--- src/core/sleep_timer_map.svh ---
// Constants for the sleep timer and deep sleep wake block
`ifndef SLEEP_TIMER_MAP_SVH
`define SLEEP_TIMER_MAP_SVH
// ========================================
// Timer field layout
`define ST_CNT_W          16
`define ST_DIV_W          4
`define ST_DIV_MAX        4'hA
`define ST_CNT_RST        16'h0000
// ========================================
// Calibrated divider
`define ST_CAL_W          8
`define ST_CAL_RST        8'h05
// ========================================
// Wake cause bit positions
`define WK_CMPA           0
`define WK_EXTIRQ         1
`define WK_DEBUG          2
`define WK_SERIAL         3
`define WK_GPIO           4
`define WK_NUM            5
// ========================================
// Save and restore sequence lengths in cycles
`define SAVE_CYCLES       8'h10
`define RESTORE_CYCLES    8'h10
`define GPIO_MON_W        16
`endif

--- src/core/sleep_timer_pkg.sv ---
// Types for the sleep timer and power mode logic
package sleep_timer_pkg;
   // Power controller modes
   typedef enum logic [2:0] {
      PM_ACTIVE,
      PM_IDLE,
      PM_SAVE,
      PM_DEEP,
      PM_RESTORE
   } power_mode_t;
endpackage

--- src/core/sleep_prescaler.sv ---
// Clock source selection and 2^N prescaler for the sleep timer
`timescale 1ns/1ps
`include "sleep_timer_map.svh"
module sleep_prescaler #(
   parameter int DIV_W = `ST_DIV_W
) (
   // Clock and reset
   input  wire logic             mclk,
   input  wire logic             sys_rst,
   // Source ticks
   input  wire logic             cal_tick,
   input  wire logic             xtal_tick,
   input  wire logic             clk_sel,
   input  wire logic [DIV_W-1:0] div_exp,
   // Final timer tick
   output logic                  timer_tick
);
   // Selected source tick
   logic        src_tick;
   // Prescale counter
   logic [9:0]  pre_q;
   // Clamped exponent
   logic [3:0]  n_eff;

   // Source select, 0 calibrated, 1 crystal
   assign src_tick = clk_sel ? xtal_tick : cal_tick;
   // Codes above ten divide by 2^10
   assign n_eff = (div_exp > `ST_DIV_MAX) ? `ST_DIV_MAX : div_exp;

   // Free running prescale counter
   always_ff @(posedge mclk) begin
      if (sys_rst) begin
         pre_q <= 10'h000;
      end else if (src_tick) begin
         pre_q <= pre_q + 10'h001;
      end
   end

   // Tick when the low N bits are all ones
   always_comb begin
      logic [9:0] mask;
      mask = 10'h000;
      mask = 10'((11'h001 << n_eff) - 11'h001);
      timer_tick = src_tick && ((pre_q & mask) == mask);
   end
endmodule

--- src/core/sleep_timer_power.sv ---
// Sleep timer, wake sources and deep sleep power control
`timescale 1ns/1ps
`include "sleep_timer_map.svh"
module sleep_timer_power #(
   parameter int CNT_W = `ST_CNT_W,
   parameter int CAL_W = `ST_CAL_W,
   parameter int GW    = `GPIO_MON_W
) (
   // Clock and reset
   input  wire logic             mclk,
   input  wire logic             sys_rst,
   // Oscillator ticks, one cycle each
   input  wire logic             rc_tick,
   input  wire logic             xtal_tick,
   // Timer configuration
   input  wire logic             clk_sel,
   input  wire logic [3:0]       div_exp,
   input  wire logic [CAL_W-1:0] cal_div,
   input  wire logic [CNT_W-1:0] cmp_a,
   input  wire logic [CNT_W-1:0] cmp_b,
   input  wire logic             cmp_a_clr,
   input  wire logic             cmp_b_clr,
   // Timer status
   output logic [CNT_W-1:0]      count_q,
   output logic                  cmp_a_flag_q,
   output logic                  cmp_b_flag_q,
   output logic                  rc_mgmt_tick,
   // Power requests from software
   input  wire logic             idle_req,
   input  wire logic             sleep_req,
   input  wire logic             any_irq,
   // Wake sources
   input  wire logic             ext_irq,
   input  wire logic             debug_wake,
   input  wire logic             serial_act,
   input  wire logic             serial_wake_en,
   input  wire logic [GW-1:0]    gpio_in,
   input  wire logic [GW-1:0]    gpio_wake_mask_low,
   // Wake cause record
   input  wire logic             wake_cause_clr,
   output logic [`WK_NUM-1:0]    wake_cause_q,
   // Power outputs
   output sleep_timer_pkg::power_mode_t mode_q,
   output logic                  cpu_halt,
   output logic                  core_pwr_en,
   output logic                  core_rst,
   output logic                  regulator_en,
   output logic                  regulator_output_pin,
   output logic                  pads_ram_pwr,
   output logic                  gpio_freeze,
   output logic                  serial_rx_en,
   output logic                  cpu_save,
   output logic                  cpu_restore
);
   // ========================================
   // Calibrated clock and timer
   logic [CAL_W-1:0] cal_cnt_q;      // Calibration divider counter
   logic             cal_tick;       // Calibrated 1kHz tick
   logic             timer_tick;     // Prescaled timer tick
   logic [GW-1:0]    gpio_prev_q;    // Last sampled GPIO inputs
   logic [`WK_NUM-1:0] wake_ev;      // Wake events this cycle
   logic [7:0]       seq_q;          // Save or restore step counter
   logic             deep_wake;      // Any wake event in deep sleep

   // Last RC tick of a calibrated period; 0 and 1 pass every tick
   function automatic logic cal_last(input logic [CAL_W-1:0] cnt,
                                     input logic [CAL_W-1:0] div);
      return (div <= CAL_W'(1)) || (cnt >= div - CAL_W'(1));
   endfunction

   // RC tick passed raw to chip management
   assign rc_mgmt_tick = rc_tick;

   // Adjustable divider from RC to calibrated clock
   always_ff @(posedge mclk) begin
      if (sys_rst) begin
         cal_cnt_q <= '0;
      end else if (rc_tick) begin
         if (cal_last(cal_cnt_q, cal_div)) begin
            cal_cnt_q <= '0;
         end else begin
            cal_cnt_q <= cal_cnt_q + CAL_W'(1);
         end
      end
   end
   assign cal_tick = rc_tick && cal_last(cal_cnt_q, cal_div);

   // Source select and prescale
   sleep_prescaler #(
      .DIV_W (4)
   ) u_pre (
      .mclk       (mclk),
      .sys_rst    (sys_rst),
      .cal_tick   (cal_tick),
      .xtal_tick  (xtal_tick),
      .clk_sel    (clk_sel),
      .div_exp    (div_exp),
      .timer_tick (timer_tick)
   );

   // Timer counter, not reset by deep sleep, wraps at max
   always_ff @(posedge mclk) begin
      if (sys_rst) begin
         count_q <= `ST_CNT_RST;
      end else if (timer_tick) begin
         count_q <= count_q + CNT_W'(1);
      end
   end

   // Compare A flag, set wins over clear
   always_ff @(posedge mclk) begin
      if (sys_rst) begin
         cmp_a_flag_q <= 1'b0;
      end else if (timer_tick && count_q == cmp_a) begin
         cmp_a_flag_q <= 1'b1;
      end else if (cmp_a_clr) begin
         cmp_a_flag_q <= 1'b0;
      end
   end

   // Compare B flag, never a wake source
   always_ff @(posedge mclk) begin
      if (sys_rst) begin
         cmp_b_flag_q <= 1'b0;
      end else if (timer_tick && count_q == cmp_b) begin
         cmp_b_flag_q <= 1'b1;
      end else if (cmp_b_clr) begin
         cmp_b_flag_q <= 1'b0;
      end
   end

   // ========================================
   // Wake sources
   always_ff @(posedge mclk) begin
      if (sys_rst) begin
         gpio_prev_q <= '0;
      end else begin
         gpio_prev_q <= gpio_in;
      end
   end

   // Collect wake events; compare B excluded
   always_comb begin
      wake_ev = '0;
      wake_ev[`WK_CMPA]   = cmp_a_flag_q;
      wake_ev[`WK_EXTIRQ] = ext_irq;
      wake_ev[`WK_DEBUG]  = debug_wake;
      wake_ev[`WK_SERIAL] = serial_act && serial_wake_en;
      wake_ev[`WK_GPIO]   = |((gpio_in ^ gpio_prev_q) & gpio_wake_mask_low);
   end
   assign deep_wake = |wake_ev;

   // Cause record: deep sleep and wake sequence events, clear ignored there
   always_ff @(posedge mclk) begin
      if (sys_rst) begin
         wake_cause_q <= '0;
      end else if (mode_q == sleep_timer_pkg::PM_DEEP ||
                   mode_q == sleep_timer_pkg::PM_RESTORE) begin
         wake_cause_q <= wake_cause_q | wake_ev;
      end else if (wake_cause_clr) begin
         wake_cause_q <= '0;
      end
   end

   // ========================================
   // Power mode state machine
   always_ff @(posedge mclk) begin
      if (sys_rst) begin
         mode_q <= sleep_timer_pkg::PM_ACTIVE;
         seq_q  <= 8'h00;
      end else begin
         case (mode_q)
            sleep_timer_pkg::PM_ACTIVE: begin
               seq_q <= 8'h00;
               if (sleep_req) begin
                  mode_q <= sleep_timer_pkg::PM_SAVE;
               end else if (idle_req) begin
                  mode_q <= sleep_timer_pkg::PM_IDLE;
               end
            end
            sleep_timer_pkg::PM_IDLE: begin
               // Any interrupt or debug command resumes
               if (any_irq || debug_wake) begin
                  mode_q <= sleep_timer_pkg::PM_ACTIVE;
               end
            end
            sleep_timer_pkg::PM_SAVE: begin
               // Processor registers copied to RAM
               if (seq_q == `SAVE_CYCLES - 8'h01) begin
                  mode_q <= sleep_timer_pkg::PM_DEEP;
                  seq_q  <= 8'h00;
               end else begin
                  seq_q <= seq_q + 8'h01;
               end
            end
            sleep_timer_pkg::PM_DEEP: begin
               if (deep_wake) begin
                  mode_q <= sleep_timer_pkg::PM_RESTORE;
               end
            end
            sleep_timer_pkg::PM_RESTORE: begin
               // Processor registers reloaded from RAM
               if (seq_q == `RESTORE_CYCLES - 8'h01) begin
                  mode_q <= sleep_timer_pkg::PM_ACTIVE;
                  seq_q  <= 8'h00;
               end else begin
                  seq_q <= seq_q + 8'h01;
               end
            end
            default: begin
               mode_q <= sleep_timer_pkg::PM_ACTIVE;
            end
         endcase
      end
   end

   // ========================================
   // Power outputs
   assign cpu_halt     = mode_q != sleep_timer_pkg::PM_ACTIVE;
   assign core_pwr_en  = mode_q != sleep_timer_pkg::PM_DEEP;
   // Core registers lost: held in reset while powered down
   assign core_rst     = mode_q == sleep_timer_pkg::PM_DEEP;
   assign regulator_en = mode_q != sleep_timer_pkg::PM_DEEP;
   assign regulator_output_pin = regulator_en;
   assign pads_ram_pwr = 1'b1;
   assign gpio_freeze  = mode_q == sleep_timer_pkg::PM_DEEP;
   // Receive held off through sleep and wake sequence
   assign serial_rx_en = mode_q == sleep_timer_pkg::PM_ACTIVE ||
                         mode_q == sleep_timer_pkg::PM_IDLE;
   assign cpu_save     = mode_q == sleep_timer_pkg::PM_SAVE;
   assign cpu_restore  = mode_q == sleep_timer_pkg::PM_RESTORE;

   // ========================================
   // Checks
   chk_cmpb_no_wake: assert property (@(posedge mclk) disable iff (sys_rst)
      (mode_q == sleep_timer_pkg::PM_DEEP && !(|wake_ev))
      |=> mode_q == sleep_timer_pkg::PM_DEEP)
      else $error("left deep sleep without wake event");
   chk_cmpa_set: assert property (@(posedge mclk) disable iff (sys_rst)
      (timer_tick && count_q == cmp_a) |=> cmp_a_flag_q)
      else $error("compare A flag not set");
   chk_cmpb_set: assert property (@(posedge mclk) disable iff (sys_rst)
      (timer_tick && count_q == cmp_b) |=> cmp_b_flag_q)
      else $error("compare B flag not set");
   chk_count_wrap: assert property (@(posedge mclk) disable iff (sys_rst)
      (timer_tick && count_q == 16'hFFFF) |=> count_q == 16'h0000)
      else $error("counter did not wrap");
   chk_reg_off: assert property (@(posedge mclk) disable iff (sys_rst)
      mode_q == sleep_timer_pkg::PM_DEEP |-> !regulator_output_pin
      && gpio_freeze)
      else $error("regulator on or gpio unfrozen in sleep");
   chk_save_len: assert property (@(posedge mclk) disable iff (sys_rst)
      $rose(cpu_save) |-> ##15 cpu_save ##1
      mode_q == sleep_timer_pkg::PM_DEEP)
      else $error("save sequence length wrong");
   chk_rx_hold: assert property (@(posedge mclk) disable iff (sys_rst)
      cpu_restore |-> !serial_rx_en)
      else $error("serial receive on during wake");
   chk_restore_len: assert property (@(posedge mclk) disable iff (sys_rst)
      $rose(cpu_restore) |-> ##15 cpu_restore ##1
      mode_q == sleep_timer_pkg::PM_ACTIVE)
      else $error("restore sequence length wrong");
   chk_idle_wake: assert property (@(posedge mclk) disable iff (sys_rst)
      (mode_q == sleep_timer_pkg::PM_IDLE && any_irq)
      |=> mode_q == sleep_timer_pkg::PM_ACTIVE)
      else $error("idle did not resume on interrupt");
   chk_cause_rec: assert property (@(posedge mclk) disable iff (sys_rst)
      (mode_q == sleep_timer_pkg::PM_DEEP && wake_ev[`WK_GPIO])
      |=> wake_cause_q[`WK_GPIO])
      else $error("wake cause not recorded");
   cov_deep_cycle: cover property (@(posedge mclk) disable iff (sys_rst)
      mode_q == sleep_timer_pkg::PM_RESTORE ##17
      mode_q == sleep_timer_pkg::PM_ACTIVE);
   cov_idle: cover property (@(posedge mclk) disable iff (sys_rst)
      mode_q == sleep_timer_pkg::PM_IDLE ##1
      mode_q == sleep_timer_pkg::PM_ACTIVE);
   cov_cmpa: cover property (@(posedge mclk) disable iff (sys_rst)
      $rose(cmp_a_flag_q));
   cov_cmpb_deep: cover property (@(posedge mclk) disable iff (sys_rst)
      mode_q == sleep_timer_pkg::PM_DEEP && $rose(cmp_b_flag_q));
   cov_gpio_wake: cover property (@(posedge mclk) disable iff (sys_rst)
      mode_q == sleep_timer_pkg::PM_DEEP && wake_ev[`WK_GPIO]);
endmodule

--- config.mk ---
export PLATFORM = sky130hd
export DESIGN_NAME = sleep_timer_power
export DESIGN_NICKNAME = d
export VERILOG_FILES = /design/src/core/sleep_timer_pkg.sv /design/src/core/sleep_prescaler.sv /design/src/core/sleep_timer_power.sv
export VERILOG_INCLUDE_DIRS = /design/src /design/src/core
export SDC_FILE = /design/constraint.sdc
export NUM_CORES = 1
export LEC_CHECK = 0
export BUFFER_PORTS_ARGS = -buffer_cell sky130_fd_sc_hd__clkbuf_2
export CAP_MARGIN = 10
export CORE_MARGIN = 5
export CORE_UTILIZATION = 40
export DETAILED_ROUTE_END_ITERATION = 8
export HOLD_SLACK_MARGIN = 0.03
export PLACE_DENSITY = 0.65
export SYNTH_ARGS = -nofsm -noshare
export SYNTH_HDL_FRONTEND = slang
export SYNTH_SLANG_ARGS = --single-unit
--- constraint.sdc ---
create_clock -name mclk -period 9.48 [get_ports mclk]
set_input_delay 1.896 -clock mclk [delete_from_list [all_inputs] [get_ports mclk]]
set_output_delay 1.896 -clock mclk [all_outputs]
set_load 0.01 [all_outputs]
### After elaboration in Yosys (flattened, before gate mapping)

Cells that the tools add are included.

* input port bits: 91
* output and inout bits: 37
* bits in writable memories: 0
* latch bits: 0
* flip-flop bits (word level): 68
* bits in read-only memories: 0
* memories: 0

* reduce and logical (&&, ||, !) cells: 19
* divide/modulo/power cells: 0
* $add $sub $neg: 6
* shift-type cells: 1
* multiply operators: 0
* magnitude comparators: 3
* mux-type cells: 18
* eq/ne operators: 14
* bitwise logic cells: 4

Operators with widths (number)
* equality test 16 bit: 2
* OR reduction 20 bit: 1
* two-way mux 3 bit: 6
* adder 16 x 1 -> 16 bit, second input constant: 1
* adder 8 x 1 -> 8 bit, second input constant: 2
* bitwise AND 16 bit: 1
* two-way mux 8 bit: 2
* one-hot mux 8 bit (2 select lines): 1
* OR reduction 16 bit: 1
* XOR 16 bit: 1
* one-hot mux 3 bit (5 select lines): 1
* adder 10 x 1 -> 10 bit, second input constant: 1
* bitwise AND 10 bit: 1
* equality test 10 bit: 1
* two-way mux 5 bit: 2
* << shifter 1 x 4 -> 10 bit, first input constant: 1
* subtractor 10 x 1 -> 10 bit, second input constant: 1
* equality test 8 x 4 -> 1 bit, second input constant: 1
* greater-or-equal comparator 8 bit: 1
* less-or-equal comparator 8 x 1 -> 1 bit, second input constant: 1
* nonzero test 2 bit: 4
* subtractor 8 x 1 -> 8 bit, second input constant: 1
* equality test 3 x 2 -> 1 bit, second input constant: 2
* inequality test 2 x 1 -> 1 bit, second input constant: 3
* other kinds (15): 26

### Longest topological paths before layout

* depth in word-level cells: 9
* mapped depth: 14

### Modules after synthesis

Synthesis repeated with hierarchy kept, for this count alone.

* cell total of the unflattened synthesis: 460
* area total of the unflattened synthesis: 3967.6 µm²

Modules (own cells, without submodules)
* sleep_timer_power: cells an instance 379, times used 1, area an instance 3313.2 µm²
* sleep_prescaler: cells an instance 81, times used 1, area an instance 654.4 µm²

### Worst setup path after synthesis

OpenSTA, ideal clock, no wires.

* kind: input -> register
* start point: input div_exp[3]
* end point: register count_q[13]
* stages: 9
* arrival: 4.506 ns
* setup slack: 4.904 ns
* cells stage by stage: or3_1 or2_2 ha_1 mux2_2 a221oi_1 nand4_1 or2_4 or4_1 a21oi_1

* cells in the longest elaborated chain, start to end: 7

Ends and longest elaborated chain
* start, declared: line sleep_timer_power.sv:17 `input wire logic [3:0] div_exp,`
* greater-than comparator 4 bit (no source line)
* two-way mux 4 bit *: line sleep_prescaler.sv:28 `` assign n_eff = (div_exp > `ST_DIV_MAX) ? `ST_DIV_MAX : div_exp; ``
* << shifter 1 x 4 -> 10 bit *: line sleep_prescaler.sv:43 `mask = 10'((11'h001 << n_eff) - 11'h001);`
* subtractor 10 x 1 -> 10 bit *: line sleep_prescaler.sv:43
* bitwise AND 10 bit: line sleep_prescaler.sv:44 `timer_tick = src_tick && ((pre_q & mask) == mask);`
* equality test 10 bit *: line sleep_prescaler.sv:44
* logical AND 1 bit *: line sleep_prescaler.sv:44
* end signal, assigned: line sleep_timer_power.sv:104 `` count_q <= `ST_CNT_RST; ``
* end signal, assigned: line sleep_timer_power.sv:106 `count_q <= count_q + CNT_W'(1);`
* end, declared: line sleep_timer_power.sv:24 `output logic [CNT_W-1:0] count_q,`

Mark *: on every way between the ends. The rest lies on a longest branch, timed or not.
A chain may end at the register's enable or synchronous reset.

### Worst setup path after layout

Ends and elaborated chain as after synthesis.

==> reports/metrics.yaml <==
yosysTopAreaCell: "dfxtp_1"
numCtsBuffers: 9
seq_area_sq_um: 1361
synth.avg_cell_area_sq_um: 8.378
syn_to_final_growth_pct: 24.28
p_leak_nw: 2.047
worstSkewPairLatency_ps: 350
synthTopCellsByArea: "dfxtp_1 (35%), xnor2_1 (12%), xor2_1 (5.6%)"
cts_resized: 0
clock-root-buffer: "clkbuf_8"
setup_viol: 0
powerDensity_nw_per_um2: 167.7
nets: 692
hold_viol_final: 0
drv_cap: 0
grt_max_degree: 63
drive_above_1_share: 0.2559
grt_antenna_before_repair: 0
start_util: 0.4066
antenna_left: 0
drtPass1Iterations: 4
fillers: 945
multi_input_area_sq_um: 2406
ys_warn_count: 0
postSynthNetCount: 576
postRouteWirelength_microns: 10020
synth.ff_latch_count: 68
dp_worst_setup_slack_ps: 4505
htreeDepth: 3
ios: 128
reg2regPathDepth: 9
outcome: "complete, no violations"
place.gp.congestion: 0.8967
start_kind: "input port"
grt_pass1_vias: 3654
worst-path-max-fanout: 15
vias_per_cell: 5.084
slew_headroom: 0.5567
ys_async_sr_fraction: 0
wire_per_inst_microns: 13.86
numPortBuffers: 126
fin_crit_sh: 0.4881
clockBufferDepth: 2
synth-edff-count: 0
fin_setup_tns_ps: 0
coreArea_sq_um: 9684
path_class: "input port to flop"
tightest_slew_ps: 664.9
cts.clk_slew.worst_paths_ps: 70
worst_slack_ps: 4853
fp.dieArea_sq_um: 11930
grtUsageTotal: 0.1753
rows: 36
drt-initial-drc-count: 113
vdd_drop_max_mv: 0.07266
syn-cell-area_sq_um: 3938
ys_seq_area_frac: 0.3457
cp.required_ps: 9750
skew_ps: 7.055
max_freq_mhz: 216.1
min_path_type: "flop to flop"
hpwl_microns: 7803
min_period_ps: 4627
ys_types: 51
holdPathStages: 2
diodes: 0
crit_arrival_ps: 4900
die_y_microns: 109.2
die_width_microns: 109.2
cp-end-kind: "flop"
cts_tree: "built"
yosys_most_used_dff: "dfxtp_1"
cts_setup_buffers: 0
drv_slew: 0
syn_inst: 470
grt_overflow_total: 0
clkSinkCount: 68
yosys-top-cells-count: "dfxtp_1 (68), nor2_1 (58), xnor2_1 (52)"
vias: 3676
synth_top_area_share: 0.3457
rsz0062_at_grt: "false"
cts-hold-fix-buffers: 0
drc_errors: 0
grt_first_pass_wirelength_microns: 16750
synth.most_common_cell: "dfxtp_1"
[registers in the layout (all words and copies together) (netlist names)]
name,cells
count_q,16
gpio_prev_q,16
u_pre.pre_q,10
cal_cnt_q,8
seq_q,8
wake_cause_q,5
mode_q,3
cmp_a_flag_q,1
cmp_b_flag_q,1
[report_power, final]
| part | switching (mW) | leakage, nW | total, mW | internal [mW] |
|---|---|---|---|---|
| Combinational | 0.108 | 1.36 | 0.189 | 0.0807 |
| Clock | 0.111 | 0.129 | 0.312 | 0.201 |
| Sequential | 0.0181 | 0.554 | 0.320 | 0.302 |
[cells by family (layout without fill, tap and decap cells)]
group / Yosys count / count (layout) / share of synthesized area
DFF: 68 / 68 / 0.3457
muxes: 2 / 2 / 0.005402
other: 1 / 1 / 0.0009524
buffers and inverters: 38 / 158 / 0.04321
AOI/OAI and AO/OA: 78 / 78 / 0.1338
xor gates and xnor gates: 77 / 77 / 0.1713
adders and majority gates: 16 / 16 / 0.05021
and+or+nand+nor: 190 / 190 / 0.2495
[final cells by class]
type | instances | share of cell area
Multi-Input combinational cell | 364 | 0.4917
Sequential cell | 68 | 0.2782
Timing Repair Buffer | 127 | 0.1304
Tap cell | 133 | 0.03401
Clock inverter | 6 | 0.02813
Clock buffer | 9 | 0.02531
Inverter | 16 | 0.01227
[per-stage QoR]
step	hold slack (ps)	area (sq um)	std cells	utilization	power (mW)
final	499.3	4893	723	0.5053	0.8208
after global routing	536.6	4893	723	0.5053	0.8694
after CTS	501.2	4893	723	0.5053	0.8323
after detailed placement	484.3	4632	708	0.4783	0.5162
after global placement	475.7	4632	708	0.4783	0.5122
after floorplan	463.8	3938	470	-	0.4493
[final timing paths]
check / startpoint / endpoint / slack [ps]
hold / removal: wake_cause_q[2] / wake_cause_q[2] / 500
setup / recovery: div_exp[3] / count_q[13] / 4850
setup reg to reg: cal_cnt_q[0] / count_q[13] / 7040
hold reg to reg: wake_cause_q[2] / wake_cause_q[2] / 500
[layout by cell type (no fill, tap or decap), types with 3 or more instances in the layout]
| master | instances |
|---|---|
| a21o_1 | 3 |
| nand4_1 | 16 |
| nand3b_1 | 3 |
| nor4_1 | 9 |
| xor2_1 | 25 |
| nor2b_1 | 20 |
| and3_1 | 8 |
| a22oi_1 | 12 |
| o21ai_0 | 15 |
| nor3b_1 | 5 |
| bufinv_16 | 4 |
| nor3_1 | 10 |
| or2_2 | 3 |
| nor2_1 | 58 |
| a31oi_1 | 5 |
| nand2_1 | 25 |
| a211oi_1 | 4 |
| ha_1 | 15 |
| a21oi_1 | 23 |
| xnor2_1 | 52 |
| or3_1 | 11 |
| nand3_1 | 12 |
| clkbuf_2 | 126 |
| clkbuf_8 | 9 |
| dfxtp_1 | 68 |
| inv_1 | 16 |
| nand2b_1 | 3 |
[worst max-delay path, stage by stage]
cell and delay [ps]:
clkbuf_2 130, or3_1 390, or2_2 300, ha_1 270, mux2_2 280, a221oi_1 260, nand4_1 330, or2_4 400
or4_1 510, a21oi_1 140
[per-layer routing]
layer / vias up / track usage / part of all wire
met2: 92 / 0.2987 / 0.49
li1: 1866 / - / -
met5: - / 0 / 0
met4: 0 / 0.06589 / 0.023
met1: 1699 / 0.2086 / 0.43
met3: 19 / 0.05033 / 0.056
Note: power is estimated with default switching activity, not from simulation.
